`config.mk`:
```
export PLATFORM = sky130hd
export DESIGN_NAME = analog_io_bus_interface
export DESIGN_NICKNAME = d
export VERILOG_FILES = /design/src/shared/analog_io_pkg.sv /design/src/design/sar_core.sv /design/src/design/analog_io_bus_interface.sv
export VERILOG_INCLUDE_DIRS = /design/src /design/src/shared
export SDC_FILE = /design/constraint.sdc
export NUM_CORES = 1
export LEC_CHECK = 0
export ABC_AREA = 1
export BUFFER_PORTS_ARGS = -buffer_cell sky130_fd_sc_hd__buf_2
export CAP_MARGIN = 20
export CORE_MARGIN = 2
export CORE_UTILIZATION = 35
export DETAILED_ROUTE_END_ITERATION = 8
export GPL_TIMING_DRIVEN = 1
export SLEW_MARGIN = 20
export SYNTH_ARGS = -nofsm -noshare
export SYNTH_HDL_FRONTEND = slang
export SYNTH_SLANG_ARGS = --single-unit
```
`constraint.sdc`:
```
create_clock -name core_clk -period 4.6 [get_ports core_clk]
set_input_delay 1.15 -clock core_clk [delete_from_list [all_inputs] [get_ports core_clk]]
set_output_delay 1.15 -clock core_clk [all_outputs]
set_load 0.05 [all_outputs]
```
`src/shared/analog_io_defs.svh`:
```
`ifndef ANALOG_IO_DEFS_SVH
`define ANALOG_IO_DEFS_SVH

// Data width of bus and holding registers
`define DATA_W            8
// Reset value of every holding register
`define HOLD_RST          8'h00
// Conversion clock cycles per conversion
`define CONV_CYCLES       8
// Core clock period and conversion clock half period in ns
`define CORE_PERIOD_NS    50
`define CONV_HALF_NS      125
// Core cycles per conversion clock half period, rounded down, at least one
`define CONV_HALF_CYC ((`CONV_HALF_NS / `CORE_PERIOD_NS) < 1 ? 1 : \
                       (`CONV_HALF_NS / `CORE_PERIOD_NS))

`endif

```
`src/shared/analog_io_pkg.sv`:
```
package analog_io_pkg;
    // Byte carried on the bus and in each register
    typedef logic [7:0] byte_t;
    // Converter sequencing
    typedef enum logic [1:0] {
        CONV_IDLE,
        CONV_RUN,
        CONV_DONE
    } conv_state_e;
endpackage

```
`src/design/sar_core.sv`:
```
`timescale 1ns/1ns
`include "analog_io_defs.svh"

// Successive approximation sequencer; result held in a register
module sar_core
    import analog_io_pkg::*;
(
    // Clock and reset
    input  wire logic                 core_clk,
    input  wire logic                 rst_n,
    // Control
    input  wire logic                 start,
    input  wire logic                 conv_tick,
    input  wire analog_io_pkg::byte_t sample,
    // Status and result
    output logic                      running,
    output logic                      done,
    output analog_io_pkg::byte_t      result
);
    logic [3:0] step_q, step_d;
    byte_t      sar_q, sar_d;
    byte_t      res_q, res_d;
    logic       run_q, run_d;
    logic       done_q, done_d;

    // One bit decided per conversion clock, MSB first; a running
    // conversion carries on through reset, an idle core's sequencer is cleared
    always_comb begin
        step_d = step_q;
        sar_d  = sar_q;
        res_d  = res_q;
        run_d  = run_q;
        done_d = 1'b0;
        if (run_q) begin
            if (conv_tick) begin
                sar_d[3'(7 - step_q)] = sample[3'(7 - step_q)];
                if (step_q == 4'(`CONV_CYCLES - 1)) begin  // [RULE20]
                    // Result to output latch, SAR cleared
                    res_d  = sar_d;
                    sar_d  = 8'h00;
                    run_d  = 1'b0;
                    done_d = 1'b1;
                end else begin
                    step_d = step_q + 4'h1;
                end
            end
        end else if (!rst_n) begin
            // Idle under reset: sequencer cleared, result latch kept
            step_d = 4'h0;
            sar_d  = 8'h00;
            run_d  = 1'b0;
        end else if (start) begin
            run_d  = 1'b1;
            step_d = 4'h0;
            sar_d  = 8'h00;
        end
    end

    // State registers; reset acts through the next-state logic above
    always_ff @(posedge core_clk) begin
        step_q <= step_d;
        sar_q  <= sar_d;
        res_q  <= res_d;
        run_q  <= run_d;
        done_q <= done_d;
    end

    assign running = run_q;
    assign done    = done_q;
    assign result  = res_q;
endmodule // sar_core

```
`src/design/analog_io_bus_interface.sv`:
```
`timescale 1ns/1ns
`include "analog_io_defs.svh"

// Notes on behaviour
// [RULE1] Rising write edge loads data bus
// [RULE2] Edge-triggered; held low changes nothing
// [RULE3] Whichever of select/write rises first loads
// [RULE4] Reset low zeros every holding register
// [RULE5] Two holding registers share the bus
// [RULE6] Channel low picks A, high picks B
// [RULE7] Host keeps channel stable during write
// [RULE8] Start falling edge starts conversion, holds
// [RULE9] Busy low during conversion; track after
// [RULE10] Interrupt low at end of conversion
// [RULE11] Read returns result; ends clear interrupt
// [RULE12] Host keeps start low while reading
// [RULE13] Host never reads during conversion
// [RULE14] Host never restarts during conversion
// [RULE15] Host widens start pulse for mux
// [RULE16] Start tied high selects read-start mode
// [RULE17] Read falling edge samples, busy stalls
// [RULE18] Old data during conversion, new after
// [RULE19] Host tolerates wait state per read
// [RULE20] Eight conversion clocks, then latch result
// [RULE21] Reset spares conversion, clears interrupt
// [RULE22] Coding follows supply: binary or two's
module analog_io_bus_interface
    import analog_io_pkg::*;
(
    // Clock and reset
    input  wire logic                 core_clk,
    input  wire logic                 rst_n,
    // Bus control, active low except chan_b
    input  wire logic                 cs_n,
    input  wire logic                 wr_n,
    input  wire logic                 rd_n,
    input  wire logic                 chan_b,
    input  wire logic                 start_convert_n,
    // Data bus, split
    input  wire analog_io_pkg::byte_t data_in,
    output analog_io_pkg::byte_t      data_out,
    output logic                      data_oe,
    // Converter side
    input  wire analog_io_pkg::byte_t sample_in,
    input  wire logic                 neg_supply,
    output logic                      hold,
    output logic                      busy_n,
    output logic                      int_n,
    output analog_io_pkg::byte_t      holding_reg_a,
    output analog_io_pkg::byte_t      holding_reg_b
);
    logic   cs_q, wr_q, rd_q, st_q;
    byte_t  reg_a_q, reg_a_d, reg_b_q, reg_b_d;
    logic   int_q, int_d;
    logic   [3:0] div_q, div_d;
    logic   tick_q, tick_d;
    logic   wr_act, wr_act_q, wr_end, rd_act, rd_act_q, rd_end, rd_fall;
    logic   st_fall, start, running, done;
    byte_t  result, shown;

    // Edge detection on the bus strobes
    assign wr_act   = !cs_n && !wr_n;
    assign wr_act_q = !cs_q && !wr_q;
    assign wr_end   = wr_act_q && !wr_act;                // [RULE3]
    assign rd_act   = !cs_n && !rd_n;
    assign rd_act_q = !cs_q && !rd_q;
    assign rd_end   = rd_act_q && !rd_act;
    assign rd_fall  = rd_act && rd_q && !cs_n;            // [RULE17]
    assign st_fall  = st_q && !start_convert_n;           // [RULE8]

    // Start source: start pin, or read when pin tied high
    assign start = st_fall ||
                   (start_convert_n && st_q && rd_fall);  // [RULE16]

    // Holding registers load on end of write overlap
    always_comb begin
        reg_a_d = reg_a_q;
        reg_b_d = reg_b_q;
        if (wr_end) begin                                 // [RULE1] [RULE2]
            if (chan_b) begin                             // [RULE6]
                reg_b_d = data_in;                        // [RULE5]
            end else begin
                reg_a_d = data_in;
            end
        end
    end

    // Interrupt: set at done, cleared at read end; set wins
    always_comb begin
        int_d = int_q;
        if (rd_end) begin
            int_d = 1'b0;                                 // [RULE11]
        end
        if (done) begin
            int_d = 1'b1;                                 // [RULE10]
        end
    end

    // Conversion clock divider
    always_comb begin
        div_d  = div_q + 4'h1;
        tick_d = 1'b0;
        if (!running) begin
            div_d = 4'h0;
        end else if (div_q == 4'(2 * `CONV_HALF_CYC - 1)) begin
            div_d  = 4'h0;
            tick_d = 1'b1;
        end
    end

    // Holding registers and interrupt: reset forces them
    always_ff @(posedge core_clk or negedge rst_n) begin
        if (!rst_n) begin
            reg_a_q <= `HOLD_RST;                         // [RULE4]
            reg_b_q <= `HOLD_RST;
            int_q   <= 1'b0;                              // [RULE21]
        end else begin
            reg_a_q <= reg_a_d;
            reg_b_q <= reg_b_d;
            int_q   <= int_d;
        end
    end

    // Strobe history and divider; not reset-sensitive to spare conversion
    always_ff @(posedge core_clk) begin
        cs_q   <= cs_n;
        wr_q   <= wr_n;
        rd_q   <= rd_n;
        st_q   <= start_convert_n;
        div_q  <= div_d;
        tick_q <= tick_d;
    end

    // Converter core
    sar_core u_sar (
        .core_clk  (core_clk),
        .rst_n     (rst_n),                              // [RULE21]
        .start     (start),
        .conv_tick (tick_q),
        .sample    (sample_in),
        .running   (running),
        .done      (done),
        .result    (result)
    );

    // Coding per supply: flip MSB for two's complement
    assign shown = neg_supply ? {~result[7], result[6:0]}
                              : result;                   // [RULE22]

    // Outputs
    assign data_out      = shown;                         // [RULE18]
    assign data_oe       = rd_act;
    assign busy_n        = !running;                      // [RULE9]
    assign hold          = running;
    assign int_n         = !int_q;
    assign holding_reg_a = reg_a_q;
    assign holding_reg_b = reg_b_q;
endmodule // analog_io_bus_interface

```
* After elaboration in Yosys (flattened, before gate mapping)
Index checks and enable logic that the tools add are counted.
Cells by class: eq/ne operators 5, $add $sub $neg 3, reductions and logical operators 32, $lt $le $gt $ge 2, mux-type cells 25, bitwise gates (word level) 3
Operators with widths (count):
- 8-bit 2-to-1 mux | 6
- 4-bit 2-to-1 mux | 5
- 1-bit logical AND | 12
- 1-bit logical NOT | 11
- 1-bit 2-to-1 mux | 11
- 4-bit by 1-bit adder with 4-bit output (second input constant) | 2
- 8-bit bitwise mux | 1
- 2-bit AND reduction | 4
- 3-bit AND reduction | 2
- 4-bit by 2-bit == test with 1-bit output (second input constant) | 1
- 4-bit by 3-bit == test with 1-bit output (second input constant) | 1
- 3-bit by 4-bit < comparator with 1-bit output (second input constant) | 1
- 2-bit != test (second input constant) | 2
- 1-bit binary-select mux with 3-bit select | 1
- 1-bit demux with 3-bit select | 1
- 3-bit by 1-bit >= comparator with 1-bit output (second input constant) | 1
- 3-bit by 1-bit != test with 1-bit output (second input constant) | 1
- 1-bit NOT | 3
- 3-bit subtractor (first input constant) | 1
- 2-bit nonzero test | 1
- 2-bit OR reduction | 1
- 1-bit logical OR | 1
Word-level totals: output and inout bits 28, input port bits 24, register bits 48, logic and storage cells 84

* Depth between registers and ports, before layout
Gate-level depths: netlist of run 1.
word-level depth 9, depth in mapped cells 9, gate-level depth less buffers 8

* By module
From an unflattened synthesis of run 1, not the netlist that was laid out.
Unflattened totals: cells, all modules 217, area, all modules 2145.8 um^2
Modules (own cells, without submodules):
- analog_io_bus_interface | cells each 111, sequential area each 605.6 um^2, times used 1, area each 1074.8 um^2
- sar_core | cells each 106, sequential area each 640.6 um^2, times used 1, area each 1071.0 um^2

* Least setup slack after synthesis of run 1
OpenSTA, ideal clock, no wires.
path kind input port to output port, start point input neg_supply, end point output data_out[7], path buffers 0, stages on the path 1, required time 3450 ps, setup slack 1543 ps, data arrival time 1907 ps, cell sequence xor2_1
On the way: longest elaborated chain between the ends 1
RTL lines:
- start: declaration | RTL line analog_io_bus_interface.sv:45 | input wire logic neg_supply,
- 8-bit 2-to-1 mux | RTL line analog_io_bus_interface.sv:147 | assign shown = neg_supply ? {~result[7], result[6:0]}
- end: declaration | RTL line analog_io_bus_interface.sv:41 | output analog_io_pkg::byte_t data_out,
Every way passes these cells.

* Worst setup path in the final report of run 1
start point input cs_n, end point output data_oe
On the way: longest elaborated chain between the ends 2
RTL lines:
- start: declaration | RTL line analog_io_bus_interface.sv:34 | input wire logic cs_n,
- 1-bit logical NOT | RTL line analog_io_bus_interface.sv:65 | assign rd_act = !cs_n && !rd_n;
- 1-bit logical AND | RTL line analog_io_bus_interface.sv:65
- end: declaration | RTL line analog_io_bus_interface.sv:42 | output logic data_oe,
Every way passes these cells.

==> metrics.cfg, run 1 <==
[outcome]
outcome = completed

[logic_synthesis]
synth_top_family_by_area = simple AND/OR/NAND/NOR gates
synth_cells = 208
synth-compound-area-share_pct = 8.75
syn-cell-area_um2 = 2100
yosys_warnings = 0
yosys.area.top_type = edfxtp_1
synth_nets = 234
synthMuxAreaShare_pct = 0
synth_seq_cells = 48
syn_avg_cell_area_um2 = 10.1
synthTopCellsByArea = edfxtp_1 29%, dfrtp_1 20%, dfxtp_1 10%
synthSimpleGateAreaFrac_pct = 20.2
synth_fa_ha_area_share_pct = 1.19
synth_xor_area_share_pct = 0.417
synth_top_area_share_pct = 28.6
ys_seq_area_share_pct = 59.3
synth_cell_types = 30

[global_route]
grt_use_total_pct = 12.3
overflow = 0
antenna_found_initial = 0
grt_max_degree = 20
first_global_vias = 1381
grt_pass1_wl_um = 6150

[floorplanning]
die_h_um = 81.5
ios = 52
die_x_um = 81.5
start_util_pct = 35.9
rows = 28
fp.coreArea_um2 = 5850
die-area_um2 = 6640

[sta]
finalSetupViolCount = 0
skew_ns = 0.00968
fin_crit_sh_pct = 62.5
finalCriticalPeriod_ns = 2.88
tightestPinTransition_ns = 0.764
rsz0062_at_grt = no
slew_violations = 0
tns_ns = 0
max_freq_ghz = 0.348
slew-limit-headroom_pct = 48.9
hold_viol_final = 0

[worst_setup_path]
worst_path_most_repeated_cell = buf_2
cp_data_arrival_time_ns = 1.73
worstPathRequired_ns = 3.45
path_cells = buf_2 -> nor2_1 -> buf_2
slowest_delay_ns = 0.30
path_max_fanout = 3
crit_type = primary input to output port
critPathTopFamily = buffers and inverters
crit_buf_inv = 2
start_kind = primary input
end_kind = output port
cpMaxStageDelayCell = buf_2

[clock_network]
cts_setup_buffers = 0
clkLatencyLatePin_ns = 0.30
htreeDepth = 2
ctsHoldBuffers = 0
root_buffer = clkbuf_8
cts_tree = yes
numCtsBuffers = 5
cts_resized = 0
clock_path_buffers = 2
cts.sinks = 48
clk_pin_slew_ns = 0.08

[finish]
final_nets = 279
layout-drive-gt1-share_pct = 27.6
final_common_cell = buf_2
area_delta_synth_final_pct = 15.7
n_antenna_cell = 0
instances_no_fill = 329
final_cell_mix = 51 x buf_2, 43 x nand2_1, 23 x inv_1, 20 x edfxtp_1

[placement]
portBuffers = 51
dp_hpwl_um = 2710
dp.cells = 321
gp_congestion = 0.741

[detailed_routing]
vias = 1483
vias_per_cell = 4.51
wl_per_cell_um = 11.1
met2_length_um = 1690
firstDrtPassIters = 4
wl_met3_um = 242
highest_layer = met4
dr.first_iter.drc_count = 89
routed_wl_um = 3640
wl_met1_um = 1650
drc = 0
antenna_left = 0

[power_and_ir_drop]
power-per-cell-area_nw_per_um2 = 374
p_leak_nw = 1.14
vdd_drop_max_mv = 0.228

[hold_path]
hold_path_class = flop to flop

[run]
maxCapViolations = 0

-- where the power goes --
group	switching, mW	internal (mW)	leakage [nW]
Sequential	0.0144	0.469	0.496
Combinational	0.130	0.0388	0.598
Clock	0.133	0.124	0.0474
-- through the flow --
stage          total power, mW  area, um2  util (%)  hold slack [ns]  worst slack, ns
6_report                 0.910       2430      41.6            0.440             1.72
5_1_grt                  0.955       2430      41.6            0.474             1.67
4_1_cts                  0.922       2430      41.6            0.449             1.72
3_5_place_dp             0.664       2340      39.9            0.429             1.72
3_3_place_gp             0.662       2340      39.9            0.422             1.75
2_1_floorplan            0.616       2100         -            0.402             1.54
-- cell usage after synthesis --
cell,number
nand3_4,1
buf_6,5
o21ai_2,1
nand3_1,10
buf_4,7
or2_2,2
inv_6,1
nand2_1,43
dfxtp_1,11
nand4_1,5
o21bai_1,1
nor3_1,1
dfrtp_1,17
xor2_1,1
or2_1,3
nor2_2,1
a21boi_0,1
nand3b_4,1
nor2_4,2
ha_1,2
nor2_1,16
nor2_8,1
inv_1,23
buf_2,1
o21ai_0,17
o31ai_1,3
inv_2,1
edfxtp_1,20
a21oi_1,9
o211ai_1,1
-- final cells by class --
| cell class | count | area [um2] |
|---|---|---|
| well taps | 75 | 93.8 |
| clock inverters | 1 | 7.51 |
| inverters | 25 | 98.8 |
| fillers | 574 | 3420 |
| multi-input cells | 122 | 643 |
| repair buffers | 51 | 255 |
| clock buffers | 7 | 87.6 |
| flip-flops and latches | 48 | 1250 |
-- final timing paths --
kind,start,to,slack (ns),depth (start not counted)
setup / recovery,cs_n,data_oe,1.72,3
hold / removal,u_sar.done$_SDFF_PN0_,int_q$_DFFE_PN0P_,0.44,1
setup reg to reg,u_sar.step_q[1]$_SDFFCE_PN0P_,u_sar.result[7]$_DFFE_PP_,2.47,3
hold reg to reg,u_sar.done$_SDFF_PN0_,int_q$_DFFE_PN0P_,0.44,1
max in group asynchronous,rst_n,holding_reg_b[6]$_DFFE_PN0P_,3.54,1
min in group asynchronous,rst_n,holding_reg_b[3]$_DFFE_PN0P_,0.77,1
-- flip-flops by register name (all words and copies together) (netlist names) --
name / count
u_sar.result: 8
u_sar.running: 1
st_q: 1
rd_q: 1
int_q: 1
u_sar.done: 1
holding_reg_a: 8
cs_q: 1
u_sar.step_q: 4
div_q: 4
wr_q: 1
tick_q: 1
u_sar.sar_q: 8
holding_reg_b: 8
-- metal layers --
| layer | vias up | track usage, % |
|---|---|---|
| met2 | 42 | 19.3 |
| met1 | 666 | 15.3 |
| met5 | - | 0 |
| met4 | 0 | 5.59 |
| met3 | 6 | 4.29 |
| li1 | 769 | - |
-- cells by family after synthesis --
group	after synthesis
xor+xnor	1
flops	48
simple gates	86
compound gates	33
buf+inv	38
fa+ha+maj	2
Note: power is estimated with default switching activity, not from simulation.
==> run 2, diff against run 1 <==
clock period = 2.7 ns   (was 4.6 ns; I/O delays follow)
==> run 2 against run 1 <==
Net effect:
- clock skew hardly changed
- clock-buffer cell count did not move
- hold slack worse by 0.15 ns
- non-clock buffer count grew 1
- critical endpoint unchanged
- largest cell class unchanged
==> metrics.cfg, run 2 (synthesis results as in run 1) <==
[outcome]
outcome = completed

[finish]
n_antenna_cell = 0
final_nets = 280
area_delta_synth_final_pct = 18.6
layout-drive-gt1-share_pct = 27.8
instances_no_fill = 330
final_cell_mix = 51 x buf_2, 43 x nand2_1, 23 x inv_1, 20 x edfxtp_1
fin_area_um2 = 2490
final_common_cell = buf_2

[power_and_ir_drop]
power-per-cell-area_nw_per_um2 = 697
vdd_drop_max_mv = 0.384
power_mw = 1.74
p_leak_nw = 1.17

[sta]
skew_ns = 0.00981
finalSetupViolCount = 0
tns_ns = 0
tightestPinTransition_ns = 0.568
rsz0062_at_grt = no
fin_crit_sh_pct = 70.9
finalCriticalPeriod_ns = 1.91
final.setup.worst_slack_ns = 0.786
slew-limit-headroom_pct = 62.2
max_freq_ghz = 0.522
slew_violations = 0
hold_viol_final = 0

[worst_setup_path]
critPathTopFamily = buffers and inverters
worst_path_most_repeated_cell = buf_2
cp_data_arrival_time_ns = 1.24
path_max_fanout = 3
worst-r2r-cell-count = 4
slowest_delay_ns = 0.29
path_cells = buf_2 -> nor2_1 -> buf_2
cpMaxStageDelayCell = buf_2
start_kind = primary input
crit_buf_inv = 2
r2r_start = u_sar.step_q[1]$_SDFFCE_PN0P_
end_kind = output port
r2r_slack_ns = 0.87
worstPathRequired_ns = 2.03
reg2reg_to = u_sar.sar_q[7]$_SDFFCE_PP0P_
crit_type = primary input to output port

[global_route]
grt_max_degree = 20
first_global_vias = 1354
antenna_found_initial = 0
overflow = 0
grt_pass1_wl_um = 5990
grt_use_total_pct = 12.0

[hold_path]
hold_path_class = primary input to async pin

[detailed_routing]
routed_wl_um = 3770
wl_per_cell_um = 11.4
vias_per_cell = 4.44
antenna_left = 0
vias = 1465
dr.first_iter.drc_count = 78
firstDrtPassIters = 4
drc = 0

[floorplanning]
fp.coreArea_um2 = 5850
ios = 52
start_util_pct = 35.9
die_x_um = 81.5
die_h_um = 81.5
rows = 28
die-area_um2 = 6640

[clock_network]
cts_resized = 0
cts_setup_buffers = 0
numCtsBuffers = 5
htreeDepth = 2
clk_pin_slew_ns = 0.09
cts.sinks = 48
root_buffer = clkbuf_8
ctsHoldBuffers = 0
clock_path_buffers = 2
clkLatencyLatePin_ns = 0.29
cts_tree = yes

[placement]
dp.cells = 322
dp_hpwl_um = 2800
gp_congestion = 0.746
portBuffers = 51
place_area_um2 = 2340
dp_slack_ns = 0.677

[run]
maxCapViolations = 0

[run 2: cell count changes in the layout (fill, tap and decap cells not counted), sizes merged]
cell,delta
bufinv,+1
buf,+1
clkinvlp,-1
[run 2: routing by layer]
layer | wire length, um | vias to the layer above | track usage, %
met2 | 1770 | 40 | 20.7
met5 | 0 | - | 0
li1 | - | 768 | -
met4 | 33 | 0 | 4.07
met3 | 274 | 4 | 4.07
met1 | 1690 | 653 | 13.8
[run 2: final cells by class]
type | count | area, um2
clock buffer | 7 | 119
clock inverter | 1 | 30.0
fill | 573 | 3360
inverter | 25 | 98.8
multi-input combinational | 122 | 643
sequential | 48 | 1250
tap | 75 | 93.8
timing repair buffer | 52 | 263
[run 2: where the power goes]
| part | internal [mW] | switching [mW] |
|---|---|---|
| clock network | 0.389 | 0.236 |
| logic | 0.0661 | 0.223 |
| registers | 0.800 | 0.0251 |
[run 2: worst register-to-register path, cell delays in order, from the launching register on]
cell and delay (ns):
edfxtp_1 0.67, ha_1 0.28, nand2_1 0.09, o21ai_2 0.42
a21oi_1 0.10
[run 2: through the flow]
step | util (%) | hold WS [ns]
final | 42.6 | 0.289
after CTS | 42.6 | 0.296
after global routing | 42.6 | 0.298
after detailed placement | 40.1 | 0.425
after floorplan | - | 0.379
after global placement | 40.1 | 0.426
[run 2: worst max-delay path by stage]
stage                                  startpoint                      endpoint  slack (ns)  depth (start not counted)
finish                                       cs_n                       data_oe        0.79                          3
global route        u_sar.step_q[1]$_SDFFCE_PN0P_  u_sar.sar_q[7]$_SDFFCE_PP0P_        0.76                          4
CTS                                          cs_n                       data_oe        0.79                          3
detailed placement                           cs_n  u_sar.sar_q[5]$_SDFFCE_PP0P_        0.68                          7
global placement                             cs_n  u_sar.sar_q[5]$_SDFFCE_PP0P_        0.71                          7
floorplan                                    cs_n  u_sar.sar_q[0]$_SDFFCE_PP0P_        0.34                          6
